File: src/sleep_ctl_cfg.svh
// Purpose: constants for the sleep-mode wrapper
// Assumes: 32-bit AXI4-Lite register bus, byte addresses
// Notes: offsets are byte addresses of aligned words
`ifndef SLEEP_CTL_CFG_SVH
`define SLEEP_CTL_CFG_SVH
`define REG_ENABLE_OFS 8'h00
`define REG_CONFIG_OFS 8'h04
`define REG_TIMEOUT_OFS 8'h08
`define REG_STATUS_OFS 8'h0C
`define REG_COUNT_OFS 8'h10
`define CFG_HWMODE_BIT 0
`define CFG_AUTOWAKE_BIT 1
`define CFG_RETAIN_BIT 2
`define CONFIG_RST 3'h0
`define TIMEOUT_RST 32'h0000_0400
`define WAKE_CYCLES 4
`define RESP_OKAY 2'h0
`define RESP_SLVERR 2'h2
`endif

File: src/sleep_ctl_pkg.sv
// Purpose: types for the sleep-mode wrapper
// Assumes: nothing beyond the cfg header
// Notes: bus channels carried as packed structs
package sleep_ctl_pkg;
  typedef struct packed {
    logic [7:0] addr;
    logic [31:0] data;
    logic [3:0] strb;
  } wr_req_s;
  typedef struct packed {
    logic [31:0] data;
    logic [1:0] resp;
  } rd_rsp_s;
  typedef enum logic [1:0] {
    ST_AWAKE,
    ST_ASLEEP,
    ST_WAKING
  } sleep_state_e;
endpackage

File: src/slave_sleep_ctl.sv
// Purpose: sleep-mode wrapper with AXI4-Lite control and a component bus port
// Assumes: single clock, synchronous active-low reset
// Notes: component port uses read/write strobes with wait-request
`timescale 1ns/1ps
`include "sleep_ctl_cfg.svh"

// Notes on behaviour
// RULE1: one enable location, write zero/one
// RULE2: enable drives clock enable or reset
// RULE3: volatile mode holds component in reset
// RULE4: non-volatile mode keeps component state
// RULE5: bus stays alive while component sleeps
// RULE6: optional wake on first access
// RULE7: access reloads idle counter
// RULE8: idle cycle decrements counter
// RULE9: zero count sleeps until next access
// RULE10: wait-request held while waking
// RULE11: wait-request in first strobe cycle
// RULE12: interconnect marks first transfer cycle
// RULE13: OR late wait-request with begin-transfer
// RULE14: wait-request high before selection
// RULE15: strobes act as clock enables
// RULE16: clock enable masks combinational inputs
// RULE17: reset starts awake, counter loaded
module slave_sleep_ctl #(
  parameter int WAKE_CYC = `WAKE_CYCLES
) (
  input wire logic core_clk_in,
  input wire logic nrst_in,
  // axi4-lite register port
  input wire logic s_awvalid_in,
  output logic s_awready_out,
  input wire logic [7:0] s_awaddr_in,
  input wire logic s_wvalid_in,
  output logic s_wready_out,
  input wire logic [31:0] s_wdata_in,
  input wire logic [3:0] s_wstrb_in,
  output logic s_bvalid_out,
  input wire logic s_bready_in,
  output logic [1:0] s_bresp_out,
  input wire logic s_arvalid_in,
  output logic s_arready_out,
  input wire logic [7:0] s_araddr_in,
  output logic s_rvalid_out,
  input wire logic s_rready_in,
  output sleep_ctl_pkg::rd_rsp_s s_rrsp_out,
  // component bus port
  input wire logic comp_read_in,
  input wire logic comp_write_in,
  input wire logic comp_begin_in,
  output logic comp_wait_out,
  // controls toward the sleeping component
  output logic comp_clk_en_out,
  output logic comp_rst_n_out,
  output logic comp_rd_en_out,
  output logic comp_wr_en_out,
  output logic asleep_out
);
  import sleep_ctl_pkg::*;

  // the waking counter is eight bits wide
  if (WAKE_CYC < 1 || WAKE_CYC > 255) begin : g_bad_wake
    $error("WAKE_CYC out of range");
  end

  // ****************************************
  // register bus
  // ****************************************
  logic aw_held_ff, w_held_ff, bvalid_ff, rvalid_ff;
  wr_req_s wr_ff;
  rd_rsp_s rrsp_ff;
  logic enable_ff;
  logic [2:0] config_ff;
  logic [31:0] timeout_ff;
  logic [31:0] count_ff;
  sleep_state_e state_ff;
  logic [7:0] wake_cnt_ff;
  logic late_wait_ff;

  wire aw_take = s_awvalid_in && !aw_held_ff && !bvalid_ff;
  wire w_take = s_wvalid_in && !w_held_ff && !bvalid_ff;
  wire aw_have = aw_held_ff || aw_take;
  wire w_have = w_held_ff || w_take;
  wire wr_fire = aw_have && w_have && !bvalid_ff;
  wire [7:0] wr_addr = aw_held_ff ? wr_ff.addr : s_awaddr_in;
  wire [31:0] wr_data = w_held_ff ? wr_ff.data : s_wdata_in;
  wire [3:0] wr_strb = w_held_ff ? wr_ff.strb : s_wstrb_in;
  wire ar_take = s_arvalid_in && !rvalid_ff;

  function automatic logic known_ofs(input logic [7:0] a);
    known_ofs = (a == `REG_ENABLE_OFS) || (a == `REG_CONFIG_OFS) ||
      (a == `REG_TIMEOUT_OFS) || (a == `REG_STATUS_OFS) || (a == `REG_COUNT_OFS);
  endfunction

  function automatic logic [31:0] merge(input logic [31:0] old, input logic [31:0] nw,
                                        input logic [3:0] st);
    logic [31:0] r;
    r = old;
    for (int i = 0; i < 4; i++) begin
      if (st[i]) begin
        r[i*8 +: 8] = nw[i*8 +: 8];
      end
    end
    merge = r;
  endfunction

  wire wr_en_reg = wr_fire && (wr_addr == `REG_ENABLE_OFS) && wr_strb[0]; // see RULE1
  wire wr_cfg_reg = wr_fire && (wr_addr == `REG_CONFIG_OFS) && wr_strb[0];
  wire wr_to_reg = wr_fire && (wr_addr == `REG_TIMEOUT_OFS);

  assign s_awready_out = !aw_held_ff && !bvalid_ff;
  assign s_wready_out = !w_held_ff && !bvalid_ff;
  assign s_bvalid_out = bvalid_ff;
  assign s_arready_out = !rvalid_ff;
  assign s_rvalid_out = rvalid_ff;
  assign s_rrsp_out = rrsp_ff;

  wire [31:0] status_word = {29'h0000_0000, state_ff == ST_WAKING,
                             state_ff == ST_ASLEEP, enable_ff};
  wire [31:0] rd_word =
    (s_araddr_in == `REG_ENABLE_OFS) ? {31'h0000_0000, enable_ff} :
    (s_araddr_in == `REG_CONFIG_OFS) ? {29'h0000_0000, config_ff} :
    (s_araddr_in == `REG_TIMEOUT_OFS) ? timeout_ff :
    (s_araddr_in == `REG_STATUS_OFS) ? status_word :
    (s_araddr_in == `REG_COUNT_OFS) ? count_ff : 32'h0000_0000;

  // the bus slave itself is never gated by sleep
  always_ff @(posedge core_clk_in) begin // see RULE5
    if (!nrst_in) begin
      aw_held_ff <= 1'b0;
      w_held_ff <= 1'b0;
      bvalid_ff <= 1'b0;
      rvalid_ff <= 1'b0;
      wr_ff <= '0;
      rrsp_ff <= '0;
      s_bresp_out <= `RESP_OKAY;
    end else begin
      if (aw_take) begin
        wr_ff.addr <= s_awaddr_in;
      end
      if (w_take) begin
        wr_ff.data <= s_wdata_in;
        wr_ff.strb <= s_wstrb_in;
      end
      aw_held_ff <= wr_fire ? 1'b0 : aw_have;
      w_held_ff <= wr_fire ? 1'b0 : w_have;
      if (wr_fire) begin
        bvalid_ff <= 1'b1;
        s_bresp_out <= known_ofs(wr_addr) ? `RESP_OKAY : `RESP_SLVERR;
      end else if (s_bready_in) begin
        bvalid_ff <= 1'b0;
      end
      if (ar_take) begin
        rvalid_ff <= 1'b1;
        rrsp_ff.data <= rd_word;
        rrsp_ff.resp <= known_ofs(s_araddr_in) ? `RESP_OKAY : `RESP_SLVERR;
      end else if (s_rready_in) begin
        rvalid_ff <= 1'b0;
      end
    end
  end

  // ****************************************
  // component strobes, pin synchronisers
  // ****************************************
  logic [2:0] rd_sync_ff, wr_sync_ff;
  logic rd_q_ff, wr_q_ff;
  always_ff @(posedge core_clk_in) begin
    if (!nrst_in) begin
      rd_sync_ff <= 3'h0;
      wr_sync_ff <= 3'h0;
      rd_q_ff <= 1'b0;
      wr_q_ff <= 1'b0;
    end else begin
      rd_sync_ff <= {rd_sync_ff[1:0], comp_read_in};
      wr_sync_ff <= {wr_sync_ff[1:0], comp_write_in};
      if (rd_sync_ff[1] == rd_sync_ff[2]) begin
        rd_q_ff <= rd_sync_ff[2];
      end
      if (wr_sync_ff[1] == wr_sync_ff[2]) begin
        wr_q_ff <= wr_sync_ff[2];
      end
    end
  end

  wire access = rd_q_ff || wr_q_ff;
  wire hw_mode = config_ff[`CFG_HWMODE_BIT];
  wire auto_wake = config_ff[`CFG_AUTOWAKE_BIT];
  wire retain = config_ff[`CFG_RETAIN_BIT];
  wire awake = (state_ff == ST_AWAKE);

  // ****************************************
  // sleep state machine
  // ****************************************
  wire hw_expire = hw_mode && !access && (count_ff == 32'h0000_0001 || count_ff == '0);
  wire wake_req = (hw_mode && access) || (auto_wake && access) ||
                  (wr_en_reg && wr_data[0]);
  wire sleep_req = (wr_en_reg && !wr_data[0]) || hw_expire;
  wire [7:0] wake_last = 8'(WAKE_CYC - 1);

  always_ff @(posedge core_clk_in) begin
    if (!nrst_in) begin
      state_ff <= ST_AWAKE; // see RULE17
      enable_ff <= 1'b1;
      wake_cnt_ff <= 8'h00;
    end else begin
      unique case (state_ff)
        ST_AWAKE: begin
          if (sleep_req) begin // see RULE9
            state_ff <= ST_ASLEEP;
            enable_ff <= 1'b0;
          end
        end
        ST_ASLEEP: begin
          if (wake_req) begin // see RULE6
            state_ff <= ST_WAKING;
            enable_ff <= 1'b1;
            wake_cnt_ff <= 8'h00;
          end
        end
        ST_WAKING: begin
          if (wake_cnt_ff == wake_last) begin
            state_ff <= ST_AWAKE;
          end else begin
            wake_cnt_ff <= wake_cnt_ff + 8'h01;
          end
        end
      endcase
    end
  end

  // config, timeout and idle counter
  always_ff @(posedge core_clk_in) begin
    if (!nrst_in) begin
      config_ff <= `CONFIG_RST;
      timeout_ff <= `TIMEOUT_RST;
      count_ff <= `TIMEOUT_RST; // see RULE17
    end else begin
      if (wr_cfg_reg) begin // see RULE1
        config_ff <= wr_data[2:0];
      end
      if (wr_to_reg) begin
        timeout_ff <= merge(timeout_ff, wr_data, wr_strb);
      end
      if (access) begin
        count_ff <= timeout_ff; // see RULE7
      end else if (hw_mode && awake && count_ff != '0) begin
        count_ff <= count_ff - 32'h0000_0001; // see RULE8
      end
    end
  end

  // ****************************************
  // component controls and wait-request
  // ****************************************
  // retained mode gates the clock, volatile mode holds reset
  assign comp_clk_en_out = retain ? awake : 1'b1; // see RULE4
  assign comp_rst_n_out = retain ? 1'b1 : enable_ff; // see RULE2
  assign asleep_out = !enable_ff; // see RULE3
  // strobes gate the inputs, masked while not awake
  assign comp_rd_en_out = rd_q_ff && awake; // see RULE15
  assign comp_wr_en_out = wr_q_ff && awake; // see RULE16

  // registered wait lags a cycle; begin-transfer covers that cycle
  always_ff @(posedge core_clk_in) begin
    if (!nrst_in) begin
      late_wait_ff <= 1'b1;
    end else begin
      // only the synchronised strobe lowers it; the raw pin may be metastable
      late_wait_ff <= !awake || !access; // see RULE14
    end
  end
  // held high while idle so the first strobe cycle is stalled
  assign comp_wait_out = late_wait_ff || comp_begin_in || !awake; // see RULE10 RULE11 RULE13

  // ****************************************
  // checks
  // ****************************************
  a_begin_stalls: assert property ( // see RULE11
    @(posedge core_clk_in) disable iff (!nrst_in)
    comp_begin_in |-> comp_wait_out)
    else $error("begin-transfer cycle not stalled");
  a_waking_waits: assert property ( // see RULE10
    @(posedge core_clk_in) disable iff (!nrst_in)
    state_ff == ST_WAKING |-> comp_wait_out)
    else $error("wait dropped while waking");
  a_idle_waits: assert property ( // see RULE14
    @(posedge core_clk_in) disable iff (!nrst_in)
    (awake && !comp_read_in && !comp_write_in && !access) |=> comp_wait_out)
    else $error("wait low while unselected");
  a_reload_count: assert property ( // see RULE7
    @(posedge core_clk_in) disable iff (!nrst_in)
    (access && !wr_to_reg) |=> count_ff == $past(timeout_ff))
    else $error("access did not reload counter");
  a_count_down: assert property ( // see RULE8
    @(posedge core_clk_in) disable iff (!nrst_in)
    (hw_mode && awake && !access && count_ff > 32'h0000_0001) |=>
      count_ff == $past(count_ff) - 32'h0000_0001)
    else $error("idle counter did not decrement");
  a_expire_sleep: assert property ( // see RULE9
    @(posedge core_clk_in) disable iff (!nrst_in)
    (awake && hw_expire && !wake_req) |=> state_ff == ST_ASLEEP && asleep_out)
    else $error("expired counter did not sleep");
  a_volatile_rst: assert property ( // see RULE3
    @(posedge core_clk_in) disable iff (!nrst_in)
    (!retain && state_ff == ST_ASLEEP) |-> !comp_rst_n_out)
    else $error("volatile sleep not in reset");
  a_retain_gate: assert property ( // see RULE4
    @(posedge core_clk_in) disable iff (!nrst_in)
    (retain && state_ff == ST_ASLEEP) |-> !comp_clk_en_out && comp_rst_n_out)
    else $error("retained sleep reset the component");
  a_enable_write: assert property ( // see RULE1
    @(posedge core_clk_in) disable iff (!nrst_in)
    (wr_en_reg && !wr_data[0] && awake) |=> !enable_ff)
    else $error("enable write ignored");
  a_bus_alive: assert property ( // see RULE5
    @(posedge core_clk_in) disable iff (!nrst_in)
    (s_arvalid_in && !rvalid_ff) |=> s_rvalid_out)
    else $error("register read not answered");
  a_wake_bound: assert property ( // see RULE10
    @(posedge core_clk_in) disable iff (!nrst_in)
    $rose(state_ff == ST_WAKING) |-> ##[1:256] awake)
    else $error("wake took too long");
  a_mask_asleep: assert property ( // see RULE16
    @(posedge core_clk_in) disable iff (!nrst_in)
    !awake |-> !comp_rd_en_out && !comp_wr_en_out)
    else $error("strobe passed while not awake");
  a_strobe_pass: assert property ( // see RULE15
    @(posedge core_clk_in) disable iff (!nrst_in)
    (awake && (rd_q_ff || wr_q_ff)) |-> (comp_rd_en_out || comp_wr_en_out))
    else $error("strobe not passed while awake");
  a_volatile_clk: assert property ( // see RULE2
    @(posedge core_clk_in) disable iff (!nrst_in)
    !retain |-> comp_clk_en_out)
    else $error("volatile mode gated the clock");
  a_asleep_flag: assert property ( // see RULE9
    @(posedge core_clk_in) disable iff (!nrst_in)
    asleep_out == (state_ff == ST_ASLEEP))
    else $error("asleep flag disagrees with state");
  a_sleep_holds: assert property ( // see RULE9
    @(posedge core_clk_in) disable iff (!nrst_in)
    (state_ff == ST_ASLEEP && !wake_req) |=> state_ff == ST_ASLEEP)
    else $error("left sleep without a wake request");
  a_access_wakes: assert property ( // see RULE6
    @(posedge core_clk_in) disable iff (!nrst_in)
    (state_ff == ST_ASLEEP && auto_wake && access) |=> state_ff == ST_WAKING)
    else $error("access did not wake the component");
  a_write_answer: assert property ( // see RULE5
    @(posedge core_clk_in) disable iff (!nrst_in)
    wr_fire |=> s_bvalid_out)
    else $error("register write not answered");
endmodule

File: config.mk
export PLATFORM = sky130hd
export DESIGN_NAME = slave_sleep_ctl
export DESIGN_NICKNAME = d
export VERILOG_FILES = /design/src/sleep_ctl_pkg.sv /design/src/slave_sleep_ctl.sv
export VERILOG_INCLUDE_DIRS = /design/src
export SDC_FILE = /design/constraint.sdc
export NUM_CORES = 1
export LEC_CHECK = 0
export BUFFER_PORTS_ARGS = -buffer_cell sky130_fd_sc_hd__buf_2
export CAP_MARGIN = 10
export CELL_PAD_IN_SITES_DETAIL_PLACEMENT = 1
export CELL_PAD_IN_SITES_GLOBAL_PLACEMENT = 1
export CORE_MARGIN = 2
export CORE_UTILIZATION = 39
export DETAILED_ROUTE_END_ITERATION = 10
export PLACE_DENSITY_LB_ADDON = 0.1
export SETUP_SLACK_MARGIN = 0.05
export SLEW_MARGIN = 20
export SYNTH_ARGS = -nofsm -noshare
export SYNTH_HDL_FRONTEND = slang
export SYNTH_SLANG_ARGS = --single-unit
File: constraint.sdc
create_clock -name core_clk_in -period 2.3 [get_ports core_clk_in]
set_input_delay 0.46 -clock core_clk_in [delete_from_list [all_inputs] [get_ports core_clk_in]]
set_output_delay 0.46 -clock core_clk_in [all_outputs]
set_load 0.05 [all_outputs]
After elaboration in Yosys (flattened, before gate mapping)
Index checks and enable logic that the tools add are counted.
W data, S select, Z words.
{"block": "word_totals", "regBits": 171, "out_inout_bits": 47, "wordCells": 141}
{"block": "op_classes", "addsub": 2, "n_eq_ne": 18, "mux": 28, "bitwise": 1, "reduce_logical": 68}
{"cell": "$mux W32", "n": 8}
{"cell": "$eq A32 B1 Y1 const B", "n": 1}
{"cell": "$eq A8 B4 Y1 const B", "n": 4}
{"cell": "$logic_not A32 Y1", "n": 1}
{"cell": "$reduce_bool A32 Y1", "n": 1}
{"cell": "$sub A32 B1 Y32 const B", "n": 1}
{"cell": "$logic_and A1 B1 Y1", "n": 24}
{"cell": "$mux W8", "n": 3}
{"cell": "$logic_or A1 B1 Y1", "n": 18}
{"cell": "$eq A8 B3 Y1 const B", "n": 2}
{"cell": "$eq A8 B5 Y1 const B", "n": 2}
{"cell": "$logic_not A8 Y1", "n": 2}
{"cell": "$pmux W8 S2", "n": 1}
{"cell": "$mux W2", "n": 5}
{"cell": "$reduce_bool A2 Y1", "n": 5}
{"cell": "$reduce_and A3 Y1", "n": 3}
{"cell": "$add A8 B1 Y8 const B", "n": 1}
{"cell": "$eq A8 B2 Y1 const B", "n": 1}
{"cell": "$logic_not A1 Y1", "n": 8}
{"cell": "$mux W1", "n": 8}
{"cell": "$reduce_and A2 Y1", "n": 4}
{"cell": "$ne A2 B1 Y1 const B", "n": 3}
{"cell": "$pmux W2 S3", "n": 1}
{"cell": "$mux W4", "n": 1}
{"cell": "8 further kinds", "n": 9}

Logic depth before layout (Yosys ltp)
Gate-level depths: netlist of the first run.
{"block": "depth", "depth_word": 12, "ltp_mapped": 10, "mapped_depth_nobuf": 8}

Worst setup path before layout of the first run
No wires, ideal clock.
{"block": "synth_timing", "path_kind": "reg-to-reg", "from": "reg count_ff[11]", "to": "reg count_ff[30]", "setup_time_ps": 74, "arrival_ps": 2412, "required_ps": 2226, "path_slack_ps": -186, "path_stages_with_launch": 7, "n_path_buf": 0, "path_cell_list": "dfxtp_1 > or4_4 > or4_4 > nor3_4 > nand4_4 > or4_1 > a31oi_1"}
{"block": "synth_via", "elab_chain_cells": 3, "elab_cells_between_ends": 6, "cone_classes": "add/sub (1); mux (2); reduce/logical (3)"}
{"item": "from (decl)", "line_no": "slave_sleep_ctl.sv:75", "rtl": "logic [31:0] count_ff;"}
{"item": "from (signal assigned)", "line_no": "slave_sleep_ctl.sv:237", "rtl": "count_ff <= `TIMEOUT_RST;"}
{"item": "from (signal assigned)", "line_no": "slave_sleep_ctl.sv:246", "rtl": "count_ff <= timeout_ff;"}
{"item": "from (signal assigned)", "line_no": "slave_sleep_ctl.sv:248", "rtl": "count_ff <= count_ff - 32'h0000_0001;"}
{"item": "$sub A32 B1 Y32 or $reduce_bool A32 Y1 (tied branches)", "line_no": "slave_sleep_ctl.sv:248, slave_sleep_ctl.sv:247"}
{"item": "$mux W32 or $logic_and A1 B1 Y1 (tied branches)", "line_no": "slave_sleep_ctl.sv:247", "rtl": "end else if (hw_mode && awake && count_ff != '0) begin"}
{"item": "$mux W32 or $reduce_bool A2 Y1 (tied branches)"}
Parallel ways exist; a longest one is shown, timed or not. The select of a mux whose other input is x is not followed.
A chain may end at the register's enable or synchronous reset.

Worst setup path after layout of the first run
{"block": "layout_timing", "from": "reg count_ff[14]", "to": "reg count_ff[24]"}
Same word-level chain as after synthesis.

==> results of run 1 <==
[synth_stat cells (17+ instances only)]
master    number  share of area
o21ai_0       51          0.032
a222oi_1      29          0.037
clkbuf_1      50          0.024
nand2_1      146          0.069
dfxtp_1      169           0.43
o211a_1       35          0.044
a21boi_0      50          0.047
a21oi_1       25          0.016
mux2i_1       41          0.052
nor2_1        29          0.014
nor2b_1       34          0.027
and2_1        17          0.013
[what timing repair did]
item                                    CTS  global route
hold buffers                              0             0
resized for setup                         7            31
gates cloned                              1             0
endpoints found under the setup margin   27            43
pin swaps                                 9            13
setup buffers                             2             5
[cells by family (layout without fill, tap and decap cells)]
kind of cell             Yosys count  in the layout
multiplexers                      47             47
adder cells (fa/ha/maj)            7              7
other                              1              2
AO/OA/AOI/OAI                    251            252
AND/OR/NAND/NOR                  317            317
XOR/XNOR                          19             19
flip-flops                       169            169
buffers and inverters             76            237
[power groups by stage]
stage | combinational [uW] | clock, uW | sequential, uW
after detailed placement | 940 | 0 | 3140
after global placement | 929 | 0 | 3140
final | 995 | 3080 | 3080
after global routing | 1090 | 3260 | 3090
after floorplan | 599 | 0 | 3150
after CTS | 968 | 3150 | 3080
[metal layers]
| layer | wire (um) | GRT usage | up-vias |
|---|---|---|---|
| met2 | 10100 | 0.325 | 149 |
| met4 | 392 | 0.0660 | 0 |
| met3 | 804 | 0.0297 | 27 |
| met5 | 0 | 0 | - |
| li1 | - | - | 3560 |
| met1 | 12200 | 0.326 | 3569 |
[critical path: stages (launching register included)]
cell     delay, ns
dfxtp_2       0.32
or4_4         0.55
or4_4         0.45
nor3_4        0.20
nand4_4       0.17
or4_4         0.43
a31oi_1       0.16
[stage by stage]
step           total power, uW  hold slack [ns]  setup TNS, ns   util  worst slack (ns)
2_1_floorplan             3750            0.412         -0.549      -            -0.102
3_3_place_gp              4070            0.425         -0.925  0.463            -0.129
3_5_place_dp              4080            0.431          -1.68  0.463            -0.161
4_1_cts                   7190            0.240        -0.0787  0.497           -0.0302
5_1_grt                   7440            0.248          -1.34  0.506            -0.154
6_report                  7160            0.247        -0.0995  0.506           -0.0582
[area by class of cell]
class	count	area [sq um]
fillers	2355	9920
multi-input cells	644	4530
flip-flops and latches	169	3390
repair buffers	193	1250
clock buffers	18	429
well taps	270	338
clock inverters	14	195
inverters	12	48.8
[sequential cells by signal, indices dropped and copies added (netlist names), 2 cells and up]
| signal | count |
|---|---|
| config_ff | 3 |
| rd_sync_ff | 3 |
| wr_sync_ff | 3 |
| s_rrsp_out | 33 |
| wr_ff | 44 |
| wake_cnt_ff | 8 |
| count_ff | 32 |
| state_ff | 2 |
| timeout_ff | 32 |
[worst max-delay path by stage]
stage / startpoint / end / depth (start not counted)
floorplan: count_ff[14] / count_ff[30] / 6
global placement: s_awaddr_in[3] / wake_cnt_ff[0] / 7
detailed placement: s_awaddr_in[3] / wake_cnt_ff[3] / 7
CTS: count_ff[14] / count_ff[1] / 7
global route: count_ff[14] / count_ff[24] / 6
finish: count_ff[14] / count_ff[24] / 6
==> run summary, run 1 <==
Cells after synthesis: 887
Power Density: 703 nW/um^2
GPL Wtd Cong: 0.796
Most frequent cells in the layout: dfxtp_1 (163), nand2_1 (146), buf_2 (105)
Pint: 5220 uW
Max Slew Vio Count: 0
Hold Path Stages: 2
Number of global-route vias before repair: 7186
Synth Area in XOR/XNOR: 0.0210
Reg2reg setup slack: -0.06 ns
Clk network pwr share: 0.431
Core area: 20100 sq um
Synthesized area: 7930 sq um
Hold crit path type: primary input to flip-flop
Detailed-route wire length per cell: 17.7 um
Via density: 5.53
Adder-cell share of the synthesized area: 0.0110
Post-Place Cell Area: 9300 sq um
Slew @ Worst Pin: 0.723 ns
Clk sinks: 169
Final hold viol count: 0
Status: complete, but fails checks
Complex-gate fraction of the synthesized area: 0.237
Die width: 147 um
Post-synth top flop: dfxtp_1
Worst r2r src: count_ff[14]
Inst Count DP: 1280
Total GRT Usage: 0.218
Die height: 147 um
Most common cell after layout, fill and taps aside: dfxtp_1
Max cap viols: 0
Post-route cell area: 10200 sq um
Vias: 7305
Hold Path Sink: rd_sync_ff[0]
Final setup violation count: 2
Antenna violations before repair: 0
Simple-Gate Fraction of Synth Area: 0.204
DRC viols: 0
Worst EP required: 2.65 ns
CTS Buf Count: 17
Grt total ovfl: 0
Final Skew: 0.00933 ns
Maximum VDD drop: 0.482 mV
Number of synthesized flops with an enable pin: 0
Layout Cells excl Fill: 1320
Critical Path Fanout Max: 8
Clock Path Buffers: 2
FF-to-FF End: count_ff[24]
Reg power frac: 0.430
Syn Area/Cell: 8.94 sq um
R2R cell count: 6
Crit end category: flip-flop
Violated checks: setup timing
RSZ-0062 raised after global routing: yes
First-pass GRT wire length: 38100 um
Asr flop ratio synth: 0
Row count: 52
Area growth from synthesis to layout: 28.4%
Final nets: 1106
Worst slew margin: 0.513
Worst-Skew Late Latency: 0.43 ns
TritonCTS clock tree: built
Root Buffer: clkbuf_16
Worst-path clk slew: 0.07 ns
CP Launch Type: flip-flop
Largest family of logic cells by synthesized area: compound AO/OA/AOI/OAI gates
Max Freq: 424 MHz
Antenna Violating Nets Remaining: 0
Largest net degree at the start of global routing: 73
Unique masters post-synth: 59
Yosys reg bits: 169
DP Wirelength: 16200 um
WS Path Type: flip-flop to flip-flop
Sw Pwr: 1940 uW
Pleak: 0.00419 uW
Tcrit/Tclk final: 1.03
First-pass DRT Iterations: 6
Mux cell area share after synthesis: 0.0603
Starting Density: 0.394
# diodes: 0
Minimum clock period: 2.36 ns
Layout cell share with drive strength beyond 1: 0.276
Htree depth: 4
Initial DRC count: 475
Die Area: 21500 sq um
IO Port Bufs: 106
Worst path arrival time: 2.71 ns
Seq/Total Area, Yosys: 0.427
Post-route setup slack: -0.0582 ns
I/O pin count: 109
Synth warn: 0
Hold Startpoint: comp_read_in
Drt total wl: 23400 um
Comb power frac: 0.139
Switching Share: 0.271
No activity file was read; power rests on OpenSTA's default activity.
==> run 2: changes to the inputs <==
Settings changed: BUFFER_PORTS_ARGS -buffer_cell sky130_fd_sc_hd__buf_2 to not set, CORE_UTILIZATION 39 to 44, DONT_BUFFER_PORTS set to 1.
==> run 2 against run 1 <==
Effect of this change: the flow still finishes with violations (setup timing); critical path depth stayed put; via count shrank 4.8%; utilization is 2.7 points higher; combinational power down 14%; total power down 2.6%; cell area is 6.5% lower.
==> run summary, run 2 (synthesis gave the netlist of run 1 again) <==
Drt total wl: 23400 um
Number of global-route vias before repair: 7019
Root Buffer: clkbuf_16
Via density: 5.99
CP Launch Type: flip-flop
Die Area: 19100 sq um
Initial DRC count: 434
Max Freq: 420 MHz
Worst-path clk slew: 0.07 ns
Starting Density: 0.444
Die width: 138 um
Clock Path Buffers: 2
DP Wirelength: 16000 um
Row count: 49
Antenna violations before repair: 0
Minimum clock period: 2.38 ns
Post-route setup slack: -0.0804 ns
Most frequent cells in the layout: dfxtp_1 (162), nand2_1 (146), buf_4 (68)
Worst slew margin: 0.475
Post-Place Cell Area: 8610 sq um
DRC viols: 0
Hold crit path type: primary input to flip-flop
Post-route cell area: 9520 sq um
Layout cell share with drive strength beyond 1: 0.191
Pleak: 0.00367 uW
Critical Path Fanout Max: 7
First-pass DRT Iterations: 8
Area growth from synthesis to layout: 20.1%
Final Util: 0.534
Worst-Skew Late Latency: 0.43 ns
Vias: 6954
Hold Path Stages: 1
I/O pin count: 109
Clk sinks: 169
Max reg flops: 44
Worst path arrival time: 2.73 ns
Filler cells: 2032
TritonCTS clock tree: built
Max cap viols: 0
Violated checks: setup timing
Die height: 138 um
# diodes: 0
Power Density: 732 nW/um^2
CTS Buf Count: 17
Largest net degree at the start of global routing: 173
Detailed-route wire length per cell: 20.2 um
Core area: 17800 sq um
RSZ-0062 raised after global routing: yes
R2R cell count: 6
Final nets: 988
First-pass GRT wire length: 37700 um
Biggest register: wr_ff
Final setup violation count: 9
GPL Wtd Cong: 0.828
Crit end category: flip-flop
Final Skew: 0.00742 ns
Slew @ Worst Pin: 0.780 ns
Total GRT Usage: 0.242
Htree depth: 4
Final hold viol count: 0
Max Slew Vio Count: 0
Cts-stage hold buffer count: 0
Antenna Violating Nets Remaining: 0
Status: complete, but fails checks
Tcrit/Tclk final: 1.03
IO Port Bufs: 0
Most common cell after layout, fill and taps aside: dfxtp_1
Worst EP required: 2.65 ns
Grt total ovfl: 0
WS Path Type: flip-flop to flip-flop
Maximum VDD drop: 0.740 mV
[run 2: where the power goes]
| part | switching (uW) | total (uW) | internal [uW] | leakage [uW] |
|---|---|---|---|---|
| clock network | 1300 | 3020 | 1710 | 0.000306 |
| registers | 84.4 | 3100 | 3020 | 0.00137 |
| logic | 521 | 852 | 330 | 0.00199 |
[run 2: path summary, 6_finish.rpt]
path                 start       endpoint  slack, ns
max           count_ff[14]   count_ff[24]      -0.08
min          comp_write_in  wr_sync_ff[0]       0.16
max reg2reg   count_ff[14]   count_ff[24]      -0.08
min reg2reg  wr_sync_ff[0]  wr_sync_ff[1]       0.45
[run 2: final cells by class]
cell class | instances | area (sq um) | share of cell area
Multi-Input combinational cell | 644 | 4550 | 0.478
Sequential cell | 169 | 3390 | 0.356
Timing Repair Buffer | 75 | 611 | 0.0641
Clock buffer | 19 | 453 | 0.0476
Tap cell | 229 | 287 | 0.0301
Clock inverter | 13 | 178 | 0.0187
Inverter | 12 | 48.8 | 0.00512
[run 2: layer usage]
layer | track usage | share of wire | vias up
met5 | 0 | 0 | -
met4 | 0.0435 | 0.0098 | 0
met3 | 0.0727 | 0.069 | 21
met2 | 0.381 | 0.46 | 184
met1 | 0.333 | 0.46 | 3432
li1 | - | - | 3317
[run 2: what timing repair did]
item                                    CTS  global route
resized for setup                        10            37
pin swaps                                 4            16
buffers inserted                          4             2
endpoints found under the setup margin   35            42
gates cloned                              1             0
[run 2: stage by stage]
stage | std cells | power [uW] | hold slack (ns) | TNS (ns) | setup slack (ns)
2_1_floorplan | 888 | 3750 | 0.412 | -0.549 | -0.102
3_3_place_gp | 1122 | 3900 | 0.424 | -0.0305 | -0.0133
3_5_place_dp | 1122 | 3950 | 0.438 | -0.601 | -0.0862
4_1_cts | 1159 | 6990 | 0.0958 | -0.219 | -0.0400
5_1_grt | 1161 | 7270 | 0.143 | -1.44 | -0.180
6_report | 1161 | 6970 | 0.160 | -0.323 | -0.0804
[run 2: critical path, cell delays in order, from the launching register on]
cell and delay [ns]:
dfxtp_2 0.32, or4_4 0.54, or4_4 0.45, nor3_4 0.20, nand4_4 0.17, or4_4 0.46, a31oi_4 0.17
